`config.mk`:
```
export PLATFORM = sky130hd
export DESIGN_NAME = ucs_core
export DESIGN_NICKNAME = d
export VERILOG_FILES = /design/src/logic/ucs_pkg.sv /design/src/logic/ucs_core.sv
export SDC_FILE = /design/constraint.sdc
export NUM_CORES = 1
export LEC_CHECK = 0
export ABC_AREA = 0
export ABC_CLOCK_PERIOD_IN_PS = 4710
export BUFFER_PORTS_ARGS = -buffer_cell sky130_fd_sc_hd__buf_2
export CORE_MARGIN = 1.5
export CORE_UTILIZATION = 62
export CTS_CLUSTER_DIAMETER = 30
export DETAILED_ROUTE_END_ITERATION = 16
export MAX_ROUTING_LAYER = met4
export PLACE_DENSITY = 0.82
export RECOVER_POWER = 25
export SLEW_MARGIN = 10
export SYNTH_ARGS = -nofsm -noshare
export SYNTH_HDL_FRONTEND = slang
export SYNTH_SLANG_ARGS = --single-unit
```
`constraint.sdc`:
```
create_clock -name clk -period 4.71 [get_ports clk]
set_clock_uncertainty 0.05 [all_clocks]
set_input_delay 1.413 -clock clk [delete_from_list [all_inputs] [get_ports clk]]
set_output_delay 1.413 -clock clk [all_outputs]
set_load 0.05 [all_outputs]
```
`src/logic/ucs_pkg.sv`:
```
// Shared constants for the smart card and address match serial extension
// How it works
// (RULE1) Holding register: data 7:0, ninth bit 8
// (RULE2) Bit 15 marks last byte, first ports only
// (RULE3) Mask bit one includes that address bit
// (RULE4) Low byte holds station address for matching
// (RULE5) Card mode needs card enable and port enable
// (RULE6) Protocol bit: zero T0, one T1
// (RULE7) Convention bit: zero direct, one inverse
// (RULE8) Parity error pulls line low 1/2 ETU
// (RULE9) Repeat field gives one to four retransmits
// (RULE10) Receive flag after five failed receptions
// (RULE11) Transmit flag after last retransmit still fails
// (RULE12) Waiting counter zero sets sticky flag
// (RULE13) Guard counter zero sets sticky flag
// (RULE14) Parity enable raises interrupt on parity fault
// (RULE15) Receive repeat enable raises interrupt
// (RULE16) Transmit repeat enable raises interrupt
// (RULE17) Waiting flag interrupts when its enable set
// (RULE18) Guard flag interrupts when its enable set
// (RULE19) Card registers exist only on first ports
// (RULE20) Ninth bit one marks address, nine-bit only
// (RULE21) Parity fault follows character at queue head
// (RULE22) Match compares only bits whose mask is one
// (RULE23) Flags cleared by writing zero, one ignored
package ucs_pkg;
  // Register offsets on the plain register port
  localparam logic [3:0] OFS_THR   = 4'h0;
  localparam logic [3:0] OFS_ADMD  = 4'h1;
  localparam logic [3:0] OFS_CCON  = 4'h2;
  localparam logic [3:0] OFS_CINT  = 4'h3;
  localparam logic [3:0] OFS_MODE  = 4'h4;
  localparam logic [3:0] OFS_RXD   = 4'h5;
  // Holding register fields
  localparam int THR_LAST_BIT  = 15;
  localparam int THR_NINTH_BIT = 8;
  // Address match fields
  localparam int ADMD_MASK_LSB = 8;
  // Card control fields
  localparam int CC_ON_BIT     = 0;
  localparam int CC_PROT_BIT   = 1;
  localparam int CC_LOWLEN_BIT = 2;
  localparam int CC_BIT_SENSE_SELECT_BIT   = 3;
  localparam int CC_RPT_LSB    = 4;
  // Card interrupt fields
  localparam int CI_RXRF_BIT   = 13;
  localparam int CI_TXRF_BIT   = 12;
  localparam int CI_WTF_BIT    = 9;
  localparam int CI_GTF_BIT    = 8;
  localparam int CI_PARITY_IRQ_ON_BIT  = 6;
  localparam int CI_RXRIE_BIT  = 5;
  localparam int CI_TXRIE_BIT  = 4;
  localparam int CI_WTIE_BIT   = 1;
  localparam int CI_GTIE_BIT   = 0;
  // Mode register fields
  localparam int MD_EN_BIT     = 0;
  localparam int MD_NINE_BIT   = 1;
  localparam int MD_DET_BIT    = 2;
  localparam int MD_BUSY_BIT   = 8;
  // Receive data register fields
  localparam int RD_AVAIL_BIT  = 14;
  localparam int RD_PF_BIT     = 15;
  // Reset values and writable masks
  localparam logic [15:0] RST_ADMD  = 16'h0000;
  localparam logic [5:0]  RST_CCON  = 6'h00;
  localparam logic [15:0] RST_CINT  = 16'h0000;
  localparam logic [15:0] CCON_MASK = 16'h003F;
  localparam logic [15:0] CINT_MASK = 16'h3373;
  // Timing count in clock cycles and receive failure limit
  localparam logic [11:0] ETU_CYCLES   = 12'h174;
  localparam logic [2:0]  RX_FAIL_LAST = 3'h4;
  // Transmit sequencer states
  typedef enum logic [1:0] {
    TX_IDLE = 2'b01,
    TX_BUSY = 2'b10
  } ucs_tx_t;
endpackage

```
`src/logic/ucs_core.sv`:
```
// Smart card and address match extension of an asynchronous serial port
//
// The register addresses and the strobed register port were decided locally.
`timescale 1ns/1ps
`default_nettype none
module ucs_core import ucs_pkg::*; #(
  parameter bit SC_PRESENT = 1'b1   // Set on the first two port instances
) (
  // Clock and reset
  input  wire logic        clk,
  input  wire logic        rst_n,
  // Register port
  input  wire logic [3:0]  reg_addr,
  input  wire logic [15:0] reg_wdata,
  input  wire logic        reg_wr,
  input  wire logic        reg_rd,
  output logic      [15:0] reg_rdata,
  // Character transmitter of the serial core
  output logic             tx_start_r,
  output logic      [8:0]  tx_data_r,
  output logic             tx_last_r,
  input  wire logic        tx_ok,
  input  wire logic        tx_nack,
  // Character receiver of the serial core
  input  wire logic        rx_valid,
  input  wire logic [8:0]  rx_data,
  input  wire logic        rx_rx_parity_fault,
  // Guard and waiting time counters reaching zero
  input  wire logic        gt_zero,
  input  wire logic        wt_zero,
  // Line control and interrupt
  output logic             err_low_r,
  output logic             card_active_r,
  output logic             irq_r
);

  // Inverse convention flips the level and reverses bit order
  function automatic logic [7:0] bit_sense_select_byte(input logic [7:0] d,
                                           input logic inv);
    logic [7:0] r;
    r = d;
    if (inv) begin
      for (int i = 0; i < 8; i++) begin
        r[i] = ~d[7 - i];
      end
    end
    return r;
  endfunction

  // Software visible state
  logic [15:0] admd_r;          // Mask high byte, address low byte
  logic [5:0]  ccon_r;          // Card control bits
  logic [15:0] cint_r;          // Card flags and enables
  logic [2:0]  mode_r;          // Enable, nine-bit, address detect
  logic [8:0]  rxd_r;           // Character at the head
  logic        rx_pf_r;         // Its parity fault
  logic        rx_avail_r;      // Head holds a character
  logic        addressed_r;     // Station was selected
  // Sequencer state
  ucs_tx_t     tx_state_r;
  // One bit wider than the repeat field so code 11 can count to four
  logic [2:0]  tx_rpt_r;        // Retransmits done so far
  logic [2:0]  rx_fail_r;       // Failed receptions so far
  logic [11:0] err_cnt_r;       // Remaining low-drive cycles
  logic [11:0] err_cnt_nxt;

  // Decoded controls
  logic sc_on, t0, nine, wr_cint, rd_rxd, wr_thr;
  logic rx_fault, rx_retry_ev, tx_fail_ev, rx_is_addr, rx_match;
  logic rx_accept;
  logic [2:0] rpt_limit;        // Retransmits the repeat field allows

  assign sc_on   = SC_PRESENT && ccon_r[CC_ON_BIT]
                   && mode_r[MD_EN_BIT];                       // RULE5
  assign t0      = sc_on && !ccon_r[CC_PROT_BIT];              // RULE6
  assign nine    = mode_r[MD_NINE_BIT];
  assign wr_cint = reg_wr && (reg_addr == OFS_CINT) && SC_PRESENT;
  assign rd_rxd  = reg_rd && (reg_addr == OFS_RXD);
  assign wr_thr  = reg_wr && (reg_addr == OFS_THR);

  // Receive side: address characters only count in nine-bit framing
  assign rx_is_addr = mode_r[MD_DET_BIT] && nine && rx_data[8];  // RULE20
  assign rx_match   = ((rx_data[7:0] ^ admd_r[7:0])
                       & admd_r[15:ADMD_MASK_LSB]) == 8'h00; // RULE3 RULE4 RULE22
  // Under T0 a faulty character is repeated by the card until the last try
  assign rx_fault    = rx_valid && rx_rx_parity_fault && t0;
  assign rx_retry_ev = rx_fault && (rx_fail_r == RX_FAIL_LAST);  // RULE10
  // Code 00 still allows one retransmit, so the limit is the field plus one
  assign rpt_limit   = {1'b0, ccon_r[CC_RPT_LSB +: 2]} + 3'h1;    // RULE9
  assign tx_fail_ev  = (tx_state_r == TX_BUSY) && tx_nack && t0
                       && (tx_rpt_r == rpt_limit);                // RULE11
  assign rx_accept   = rx_valid && !(rx_fault && !rx_retry_ev)
                       && (!mode_r[MD_DET_BIT] || !nine
                           || (rx_is_addr ? rx_match : addressed_r));

  // Pull-down length: one or two ETU, loaded on each T0 parity error
  always_comb begin
    err_cnt_nxt = err_cnt_r;
    if (rx_fault) begin
      err_cnt_nxt = ccon_r[CC_LOWLEN_BIT] ? 12'(ETU_CYCLES << 1)
                                          : ETU_CYCLES;       // RULE8
    end else if (err_cnt_r != 12'h000) begin
      err_cnt_nxt = err_cnt_r - 12'h001;
    end
  end

  // Error low-drive counter and line output
  always_ff @(posedge clk or negedge rst_n) begin
    if (!rst_n) begin
      err_cnt_r <= 12'h000;
      err_low_r <= 1'b0;
    end else begin
      err_cnt_r <= err_cnt_nxt;
      err_low_r <= (err_cnt_nxt != 12'h000);                 // RULE8
    end
  end

  // Control registers written by software
  always_ff @(posedge clk or negedge rst_n) begin
    if (!rst_n) begin
      admd_r <= RST_ADMD;
      ccon_r <= RST_CCON;
      mode_r <= 3'h0;
    end else if (reg_wr) begin
      if (reg_addr == OFS_ADMD) begin
        admd_r <= reg_wdata;
      end
      // Card control only exists where the card logic is built
      if (reg_addr == OFS_CCON && SC_PRESENT) begin
        ccon_r <= reg_wdata[5:0];                            // RULE19
      end
      if (reg_addr == OFS_MODE) begin
        mode_r <= reg_wdata[2:0];
      end
    end
  end

  // Sticky flags: hardware set wins over a software zero in the same cycle
  always_ff @(posedge clk or negedge rst_n) begin
    if (!rst_n) begin
      cint_r <= RST_CINT;
    end else if (SC_PRESENT) begin
      if (wr_cint) begin
        cint_r[7:0] <= reg_wdata[7:0] & CINT_MASK[7:0];
        cint_r[CI_RXRF_BIT] <= cint_r[CI_RXRF_BIT]
                               & reg_wdata[CI_RXRF_BIT];     // RULE23
        cint_r[CI_TXRF_BIT] <= cint_r[CI_TXRF_BIT]
                               & reg_wdata[CI_TXRF_BIT];
        cint_r[CI_WTF_BIT]  <= cint_r[CI_WTF_BIT]
                               & reg_wdata[CI_WTF_BIT];
        cint_r[CI_GTF_BIT]  <= cint_r[CI_GTF_BIT]
                               & reg_wdata[CI_GTF_BIT];
      end
      if (rx_retry_ev) begin
        cint_r[CI_RXRF_BIT] <= 1'b1;                         // RULE10
      end
      if (tx_fail_ev) begin
        cint_r[CI_TXRF_BIT] <= 1'b1;                         // RULE11
      end
      if (wt_zero) begin
        cint_r[CI_WTF_BIT] <= 1'b1;                          // RULE12
      end
      if (gt_zero) begin
        cint_r[CI_GTF_BIT] <= 1'b1;                          // RULE13
      end
    end
  end

  // Receive head, failure count and station selection
  always_ff @(posedge clk or negedge rst_n) begin
    if (!rst_n) begin
      rxd_r       <= 9'h000;
      rx_pf_r     <= 1'b0;
      rx_avail_r  <= 1'b0;
      rx_fail_r   <= 3'h0;
      addressed_r <= 1'b0;
    end else begin
      // A new character beats the read that frees the head
      if (rx_accept) begin
        rxd_r      <= {rx_data[8],
                       bit_sense_select_byte(rx_data[7:0],
                                 sc_on && ccon_r[CC_BIT_SENSE_SELECT_BIT])}; // RULE7
        rx_pf_r    <= rx_rx_parity_fault;                               // RULE21
        rx_avail_r <= 1'b1;
      end else if (rd_rxd) begin
        rx_avail_r <= 1'b0;
      end
      // Count consecutive parity failures of one repeated character
      if (rx_valid) begin
        rx_fail_r <= (rx_fault && !rx_retry_ev) ? rx_fail_r + 3'h1
                                                : 3'h0;      // RULE10
      end
      if (rx_valid && rx_is_addr) begin
        addressed_r <= rx_match;                             // RULE22
      end
    end
  end

  // Transmit sequencer with automatic retransmission under T0
  always_ff @(posedge clk or negedge rst_n) begin
    if (!rst_n) begin
      tx_state_r <= TX_IDLE;
      tx_start_r <= 1'b0;
      tx_data_r  <= 9'h000;
      tx_last_r  <= 1'b0;
      tx_rpt_r   <= 3'h0;
    end else begin
      tx_start_r <= 1'b0;
      unique case (tx_state_r)
        TX_IDLE: begin
          // Writes while busy are dropped; the busy bit shows it
          if (wr_thr && mode_r[MD_EN_BIT]) begin
            tx_data_r  <= {nine & reg_wdata[THR_NINTH_BIT],
                           bit_sense_select_byte(reg_wdata[7:0],
                                     sc_on && ccon_r[CC_BIT_SENSE_SELECT_BIT])}; // RULE1 RULE7
            tx_last_r  <= SC_PRESENT && reg_wdata[THR_LAST_BIT]; // RULE2
            tx_start_r <= 1'b1;
            tx_rpt_r   <= 3'h0;
            tx_state_r <= TX_BUSY;
          end
        end
        TX_BUSY: begin
          if (tx_ok) begin
            tx_state_r <= TX_IDLE;
          end else if (tx_nack) begin
            if (t0 && !tx_fail_ev) begin
              tx_rpt_r   <= tx_rpt_r + 3'h1;                 // RULE9
              tx_start_r <= 1'b1;
            end else begin
              tx_state_r <= TX_IDLE;
            end
          end
        end
      endcase
    end
  end

  // Interrupt and status outputs
  always_ff @(posedge clk or negedge rst_n) begin
    if (!rst_n) begin
      irq_r         <= 1'b0;
      card_active_r <= 1'b0;
    end else begin
      card_active_r <= sc_on;
      irq_r <= (t0 && cint_r[CI_PARITY_IRQ_ON_BIT] && rx_avail_r
                && rx_pf_r)                                  // RULE14
            || (t0 && cint_r[CI_RXRIE_BIT]
                && cint_r[CI_RXRF_BIT])                      // RULE15
            || (t0 && cint_r[CI_TXRIE_BIT]
                && cint_r[CI_TXRF_BIT])                      // RULE16
            || (cint_r[CI_WTIE_BIT] && cint_r[CI_WTF_BIT])   // RULE17
            || (cint_r[CI_GTIE_BIT] && cint_r[CI_GTF_BIT]);  // RULE18
    end
  end

  // Read data stands for one cycle after the strobe, zero otherwise
  always_ff @(posedge clk or negedge rst_n) begin
    if (!rst_n) begin
      reg_rdata <= 16'h0000;
    end else if (reg_rd) begin
      unique case (reg_addr)
        OFS_ADMD: reg_rdata <= admd_r;
        OFS_CCON: reg_rdata <= {10'h000, ccon_r};            // RULE19
        OFS_CINT: reg_rdata <= cint_r & CINT_MASK;
        OFS_MODE: reg_rdata <= 16'h0000
                   | (16'(tx_state_r == TX_BUSY) << MD_BUSY_BIT)
                   | 16'(mode_r);
        OFS_RXD:  reg_rdata <= {rx_pf_r, rx_avail_r, 5'h00, rxd_r};
        default:  reg_rdata <= 16'h0000;
      endcase
    end else begin
      reg_rdata <= 16'h0000;
    end
  end
endmodule // ucs_core
`default_nettype wire

```
## Word-level counts from Yosys, hierarchy flattened

Cells that the tools add are included.

| word-level totals | value |
|---|---|
| flip-flop bits (word level) | 96 |
| input bits | 39 |
| output and inout port bits | 30 |
| word-level logic and storage cells | 154 |

| operators by class | value |
|---|---|
| $add $sub $neg | 4 |
| equality and inequality tests | 15 |
| multiplexer cells | 32 |
| bitwise logic cells | 24 |
| reduce and logical (&&, ||, !) cells | 56 |

Operators with widths:

| operator | count |
|---|---|
| one-hot mux 16 bit (5 select lines) | 1 |
| logical AND 1 bit | 29 |
| two-way mux 12 bit | 2 |
| nonzero test 12 bit | 2 |
| two-way mux 10 bit | 2 |
| two-way mux 16 bit | 1 |
| two-way mux 8 bit | 2 |
| NOT 1 bit | 16 |
| two-way mux 3 bit | 5 |
| subtractor 12 x 1 -> 12 bit (second input constant) | 1 |
| two-way mux 1 bit | 11 |
| two-way mux 2 bit | 5 |
| nonzero test 2 bit | 5 |
| OR 9 x 3 -> 9 bit | 1 |
| bitwise AND 8 bit | 1 |
| equality test 4 x 2 -> 1 bit (second input constant) | 2 |
| equality test 4 x 3 -> 1 bit (second input constant) | 2 |
| zero test 8 bit | 1 |
| != test 2 bit (second input constant) | 4 |
| AND reduction 2 bit | 4 |
| bitwise XOR 8 bit | 1 |
| adder 3 x 1 -> 3 bit (second input constant) | 2 |
| zero test 1 bit | 6 |
| logical OR 1 bit | 6 |
| 14 further kinds | 19 |

## Logic depth before layout (Yosys ltp)

Gate-level depths: netlist (run 1).

| logic depth | value |
|---|---|
| depth in word-level cells | 10 |
| mapped depth | 9 |
| gate-level depth less buffers | 7 |

## Worst setup path after synthesis (run 1)

Ideal clock, no wire load.

| timing path | value |
|---|---|
| kind | input -> register |
| start | input port reg_addr[1] |
| end | register admd_r[10] |
| setup time | 0.127 ns |
| arrival time | 2.598 ns |
| required time | 4.533 ns |
| setup slack | 1.934 ns |
| stages on the path | 5 |
| path buffers | 1 |
| path through | nand2b_1 > nor3_1 > nand2_1 > clkbuf_1 > mux2_1 |

| on the way | value |
|---|---|
| word-level cells in the longest chain between the ends | 2 |

RTL lines:

| what | RTL line | text |
|---|---|---|
| from (decl) | ucs_core.sv:13 | `input wire logic [3:0] reg_addr,` |
| equality test 4 x 1 -> 1 bit | ucs_core.sv:125 | `if (reg_addr == OFS_ADMD) begin` |
| AND reduction 2 bit (no line) | - |  |
| to (signal assigned) | ucs_core.sv:126 | `admd_r <= reg_wdata;` |
| to (decl) | ucs_core.sv:51 | `logic [15:0] admd_r;` |

No other way between the ends.
A chain may end at the register's enable or synchronous reset.

## Worst setup path after layout (run 1)

| timing path | value |
|---|---|
| start | input port reg_addr[1] |
| end | register reg_rdata[11] |

| on the way | value |
|---|---|
| word-level cells in the longest chain between the ends | 3 |
| elaborated cells on any way between the ends | 7 |
| those cells by class | eq/ne (5); mux (2) |

RTL lines:

| what | RTL line | text |
|---|---|---|
| equality test 4 x 3 -> 1 bit, or another cell as far along | ucs_core.sv:261 | `unique case (reg_addr)` |
| one-hot mux 16 bit (5 select lines) * | ucs_core.sv:261 |  |
| two-way mux 16 bit * | ucs_core.sv:260 | `end else if (reg_rd) begin` |
| to (signal assigned) | ucs_core.sv:262 | `OFS_ADMD: reg_rdata <= admd_r;` |
| to (signal assigned) | ucs_core.sv:263 | `OFS_CCON: reg_rdata <= {10'h000, ccon_r};` |
| to (signal assigned) | ucs_core.sv:264 | `OFS_CINT: reg_rdata <= cint_r & CINT_MASK;` |
| to (decl) | ucs_core.sv:17 | `output logic [15:0] reg_rdata,` |

Mark *: on every way between the ends. The rest lies on a longest branch, timed or not.

==> impl_metrics.env, run 1 <==
export IMPL_wl_per_cell_um=18.3
export IMPL_drive_above_1_share=0.186
export IMPL_violations="max-capacitance violations, max-slew violations"
export IMPL_tightest_slew_ns=1.68
export IMPL_yosysWarnings=0
export IMPL_fillers=573
export IMPL_post_drt_via_cell_ratio=6.25
export IMPL_powerDensity_mw_per_mm2=452
export IMPL_grt_pass1_vias=3901
export IMPL_ys_seq_area_frac=0.490
export IMPL_hold_viol_final=0
export IMPL_die_w_um=92.0
export IMPL_row_count=32
export IMPL_wirelength_mm=11.9
export IMPL_syn_avg_cell_area_um2=10.1
export IMPL_drt_iter0_drc=363
export IMPL_status="finished, violations left"
export IMPL_synth_area_leader_cell="dfrtp_1"
export IMPL_synthArstFlopShare=1.00
export IMPL_worstSetupPathType="in2reg"
export IMPL_end_kind="flip-flop"
export IMPL_cts_setup_buffers=0
export IMPL_final_max_slew_viol_count=33
export IMPL_numPortBuffers=68
export IMPL_multi_input_area_mm2=0.00234
export IMPL_cts_htree_levels=3
export IMPL_hpwl_mm=8.51
export IMPL_antenna_found_initial=0
export IMPL_holdWs_ns=0.449
export IMPL_yosysUniqueCellTypes=63
export IMPL_cts_buffers=9
export IMPL_seq_area_mm2=0.00240
export IMPL_cts_sinks=96
export IMPL_clk_pin_slew_ns=0.10
export IMPL_fmax_ghz=0.346
export IMPL_cts_resized=0
export IMPL_syn_area_mm2=0.00491
export IMPL_routabilityCongestion=0.955
export IMPL_grt_overflow=0
export IMPL_timing_final_crit_share=0.614
export IMPL_finalPower_mw=2.49
export IMPL_synth_most_common_cell="dfrtp_1"
export IMPL_synthTopCellsByCount="dfrtp_1 (95), nand2_1 (50), nor2_1 (36)"
export IMPL_core_mm2=0.00769
export IMPL_grt_pass1_wl_mm=19.6
export IMPL_crit_fanout=12
export IMPL_synthesis_nets=531
export IMPL_ys_seq_elements=96
export IMPL_grt_max_degree=40
export IMPL_io_pins=69
export IMPL_synthFlopType="dfrtp_1"
export IMPL_synth_edf_count=0
export IMPL_die_area_mm2=0.00846
export IMPL_leakagePower_nw=2.54
export IMPL_clockRootBuffer="clkbuf_8"
export IMPL_finalSetupViolations=0
export IMPL_min_path_type="reg2reg"
export IMPL_cts_tree="built"
export IMPL_drt_pass1_iter_count=9
export IMPL_ys_top_cells_by_area="dfrtp_1 (48%), mux2_1 (7.1%), nand2_1 (3.8%)"
export IMPL_hold_buffers=0
export IMPL_finish_utilization=0.717
export IMPL_maxCapViolCount=1
export IMPL_dieHeight_um=92.0
export IMPL_antenna_cells=0
export IMPL_synthCells=486
export IMPL_num_vias=4059
export IMPL_rsz0062_at_grt="false"
export IMPL_cp_data_arrival_time_ns=3.15
export IMPL_slew_headroom=-0.122
export IMPL_final_nets=587
export IMPL_ant_nets=0
export IMPL_critPathRequiredTime_ns=4.97
export IMPL_yosys_area_top_type_share=0.484
export IMPL_setup_tns_final_ns=0
export IMPL_max_clock_path_buffers=2
export IMPL_syn_to_final_growth_pct=12.3
export IMPL_drc_errors=0
export IMPL_finalCriticalPeriod_ns=2.89
export IMPL_grt_total_usage=0.308
export IMPL_clk_latency_ns=0.37
export IMPL_initial_utilization=0.638
export IMPL_start_kind="input port"
export IMPL_vdd_ir_drop_max_v=0.000258
power by group:
group / internal [mW] / switching [mW]
combinational: 0.287 / 0.385
sequential: 0.991 / 0.219
clock: 0.304 / 0.302
total: 1.58 / 0.906
logic make-up (layout without fill, tap and decap cells):
| logic type | count (synthesis) | count (layout) | synth area share |
|---|---|---|---|
| AO/OA/AOI/OAI | 119 | 119 | 0.163 |
| AND/OR/NAND/NOR | 163 | 163 | 0.166 |
| buffers and inverters | 40 | 101 | 0.0339 |
| adder cells (fa/ha/maj) | 6 | 6 | 0.0153 |
| multiplexers | 42 | 42 | 0.0959 |
| XOR/XNOR | 20 | 20 | 0.0357 |
| flip-flops | 96 | 96 | 0.490 |
worst paths after layout:
path | startpoint | end | slack (ns) | cells after the start
max | reg_addr[1] | reg_rdata[11] | 1.82 | 6
max in group asynchronous | rst_n | admd_r[6] | 1.91 | 2
min in group asynchronous | rst_n | rx_fail_r[2] | 1.42 | 1
min reg2reg | tx_data_r[0] | tx_data_r[0] | 0.45 | 2
max reg2reg | err_cnt_r[7] | err_low_r | 2.28 | 5
min | tx_data_r[0] | tx_data_r[0] | 0.45 | 2
sequential cells by signal, summed over array words and instances, names as in the netlist, 2 cells and up:
| name | flops |
|---|---|
| err_cnt_r | 12 |
| cint_r | 9 |
| reg_rdata | 16 |
| admd_r | 16 |
| mode_r | 3 |
| tx_rpt_r | 3 |
| tx_data_r | 9 |
| tx_state_r | 2 |
| ccon_r | 6 |
| rx_fail_r | 3 |
| rxd_r | 9 |
critical path, stage by stage:
cell and delay (ns):
buf_2 0.15, nor3_1 0.08, a21oi_1 0.16, nand3b_1 0.39, nor4_1 0.73, and2_1 0.23
final cells by class:
cell class / count / share of cell area
Timing Repair Buffer: 71 / 0.0656
Inverter: 14 / 0.00954
Multi-Input combinational cell: 350 / 0.424
Clock buffer: 9 / 0.0225
Clock inverter: 7 / 0.0186
Sequential cell: 96 / 0.436
Tap cell: 102 / 0.0232
placed cells by master (no fill, tap or decap), types with 11 or more instances in the layout:
cell type   n
mux2_1     31
buf_2      67
nor2_1     36
dfrtp_1    95
a22oi_1    11
xor2_1     15
nand3_1    25
nand2_1    50
o21ai_1    19
a21oi_1    29
inv_1      13
stage by stage:
step	area [um2]	cells	setup WS [ns]
finish	5510	649	1.82
detailed placement	5290	633	1.49
global route	5510	649	1.51
CTS	5510	649	1.89
global placement	5290	633	1.55
floorplan	4910	486	1.93
layer usage:
metal	global-route usage	routed length, um
met4	0.112	272
met1	0.435	5230
met2	0.459	5520
met5	-	0
met3	0.0431	869
(Power assumes the default switching activity.)
==> inputs of run 2 (changes only) <==
--- a/config.mk
+++ b/config.mk
@@ -6,14 +6,14 @@
 export NUM_CORES = 1
 export LEC_CHECK = 0
 export ABC_AREA = 0
-export ABC_CLOCK_PERIOD_IN_PS = 4710
+export ABC_CLOCK_PERIOD_IN_PS = 2800
 export BUFFER_PORTS_ARGS = -buffer_cell sky130_fd_sc_hd__buf_2
 export CORE_MARGIN = 1.5
-export CORE_UTILIZATION = 62
+export CORE_UTILIZATION = 57
 export CTS_CLUSTER_DIAMETER = 30
 export DETAILED_ROUTE_END_ITERATION = 16
 export MAX_ROUTING_LAYER = met4
-export PLACE_DENSITY = 0.82
+export PLACE_DENSITY = 0.76
 export RECOVER_POWER = 25
 export SLEW_MARGIN = 10
 export SYNTH_ARGS = -nofsm -noshare
==> constraint.sdc (replaced) <==
create_clock -name clk -period 2.8 [get_ports clk]
set_clock_uncertainty 0.05 [all_clocks]
set_input_delay 0.84 -clock clk [delete_from_list [all_inputs] [get_ports clk]]
set_output_delay 0.84 -clock clk [all_outputs]
set_load 0.05 [all_outputs]
==> run 2 against run 1 <==
Cell count increased by 3.1%. Sequential cell count is the same. Final area increased by 1.6%. The flow now finishes without violations. Sequential power increased by 68%. Sequential share of layout area is 0.67 points lower. Worst hold slack gained 0.0034 ns. Core utilization down 3.9 points. Combinational power up 73%. Clock power rose by 47%.
==> impl_metrics.env, run 2 (same netlist as run 1, synthesis figures left out) <==
export IMPL_status="complete, no violations"
export IMPL_multi_input_area_mm2=0.00234
export IMPL_grt_total_usage=0.283
export IMPL_cts_tree="built"
export IMPL_io_pins=69
export IMPL_timing_final_crit_share=0.868
export IMPL_clk_pin_slew_ns=0.09
export IMPL_cts_htree_levels=3
export IMPL_whs_path_depth=2
export IMPL_design_area_mm2=0.00560
export IMPL_ff2ff_path_depth=5
export IMPL_whs_endpoint="tx_data_r[0]"
export IMPL_grt_pass1_vias=3769
export IMPL_maxCapViolCount=0
export IMPL_clk_latency_ns=0.36
export IMPL_crit_fanout=11
export IMPL_final_cell_mix="dfrtp_1 (95), buf_2 (67), nand2_1 (50)"
export IMPL_leakagePower_nw=2.60
export IMPL_critical_path_buf_inv_count=0
export IMPL_end_kind="flip-flop"
export IMPL_syn_to_final_growth_pct=14.0
export IMPL_hold_viol_final=0
export IMPL_place_area_mm2=0.00542
export IMPL_cp_top_family="simple AND/OR/NAND/NOR gates"
export IMPL_finalCriticalPeriod_ns=2.43
export IMPL_cp_cell_sequence="or4_4 -> or4_4 -> mux2_4 -> nor4_2 -> nand4b_1"
export IMPL_fillers=674
export IMPL_grt_pass1_wl_mm=19.0
export IMPL_final_nets=604
export IMPL_num_vias=4104
export IMPL_antenna_found_initial=0
export IMPL_initial_utilization=0.594
export IMPL_tightest_slew_ns=1.23
export IMPL_timing_rr_end="err_low_r"
export IMPL_slew_headroom=0.182
export IMPL_slowest_stage="or4_4"
export IMPL_rsz0062_at_grt="false"
export IMPL_holdCritStartpoint="tx_data_r[0]"
export IMPL_wirelength_mm=12.1
export IMPL_cts_buffers=9
export IMPL_finalSetupViolations=0
export IMPL_reg_largest_list="admd_r x16, reg_rdata x16, err_cnt_r x12"
export IMPL_cts_setup_buffers=0
export IMPL_row_count=33
export IMPL_worstSetupPathType="reg2reg"
export IMPL_cts_sinks=96
export IMPL_drc_errors=0
export IMPL_grt_max_degree=49
export IMPL_clockRootBuffer="clkbuf_8"
export IMPL_die_area_mm2=0.00917
export IMPL_final_max_slew_viol_count=0
export IMPL_grt_overflow=0
export IMPL_drive_above_1_share=0.206
export IMPL_powerDensity_mw_per_mm2=730
export IMPL_cp_data_arrival_time_ns=2.61
export IMPL_start_kind="flip-flop"
export IMPL_max_clock_path_buffers=2
export IMPL_wl_per_cell_um=18.1
export IMPL_drt_iter0_drc=372
export IMPL_post_drt_via_cell_ratio=6.13
export IMPL_antenna_cells=0
export IMPL_cts_resized=0
export IMPL_min_path_type="reg2reg"
export IMPL_hpwl_mm=8.98
export IMPL_slowest_delay_ns=0.59
export IMPL_numPortBuffers=68
export IMPL_routabilityCongestion=0.888
export IMPL_hold_buffers=0
export IMPL_fmax_ghz=0.411
export IMPL_layout_commonest_cell="dfrtp_1"
export IMPL_core_mm2=0.00826
export IMPL_seq_area_mm2=0.00240
export IMPL_path_common_cell="or4_4"
export IMPL_drt_pass1_iter_count=5
export IMPL_ff2ff_setup_slack_ns=0.37
export IMPL_setup_tns_final_ns=0
export IMPL_dieHeight_um=95.8
export IMPL_r2r_start="err_cnt_r[7]"
export IMPL_die_w_um=95.8
export IMPL_vdd_ir_drop_max_v=0.000398
export IMPL_critPathRequiredTime_ns=2.98
export IMPL_ant_nets=0
[run 2: changes by cell type in the layout (fill, tap and decap cells not counted), sizes merged]
cell    before  now
inv         16   15
clkbuf      10   14
bufinv       2    1
buf         70   85
[run 2: final cells by class]
type,count,area share
Tap cell,105,0.0235
Inverter,14,0.00939
Timing Repair Buffer,88,0.0863
Clock inverter,5,0.0101
Clock buffer,11,0.0235
Sequential cell,96,0.430
Multi-Input combinational cell,350,0.418
[run 2: how the worst max path moves through the flow]
stage / endpoint / from / cells after the start / slack (ns)
detailed placement: err_low_r / err_cnt_r[7] / 5 / 0.37
finish: err_low_r / err_cnt_r[7] / 5 / 0.37
floorplan: admd_r[10] / reg_addr[1] / 5 / 0.60
CTS: err_low_r / err_cnt_r[7] / 5 / 0.36
global placement: err_low_r / err_cnt_r[7] / 5 / 0.45
global route: err_low_r / err_cnt_r[7] / 5 / 0.27
[run 2: routing by layer]
metal,vias up,global-route usage,share of wire
li1,1910,-,-
met1,2006,0.407,0.45
met2,170,0.423,0.46
met3,18,0.0340,0.074
met4,0,0.0809,0.014
met5,-,-,0
[run 2: tightest hold or removal path: stages, from the launching register on]
cell and delay [ns]:
dfrtp_1 0.35, nand2_1 0.05, o21ai_1 0.06
[run 2: power breakdown]
group	switching (mW)	total (mW)	internal (mW)
clock	0.476	0.890	0.415
sequential	0.366	2.03	1.67
combinational	0.653	1.16	0.508
total	1.49	4.08	2.59
[run 2: per-stage QoR]
step	worst slack (ns)	total power, mW	std cells	hold slack [ns]	utilization
3_3_place_gp	0.448	3.15	653	0.415	0.656
5_1_grt	0.273	4.30	669	0.479	0.678
3_5_place_dp	0.371	3.19	653	0.429	0.656
4_1_cts	0.364	4.08	669	0.456	0.679
2_1_floorplan	0.597	2.82	486	0.413	-
6_report	0.369	4.08	669	0.453	0.678
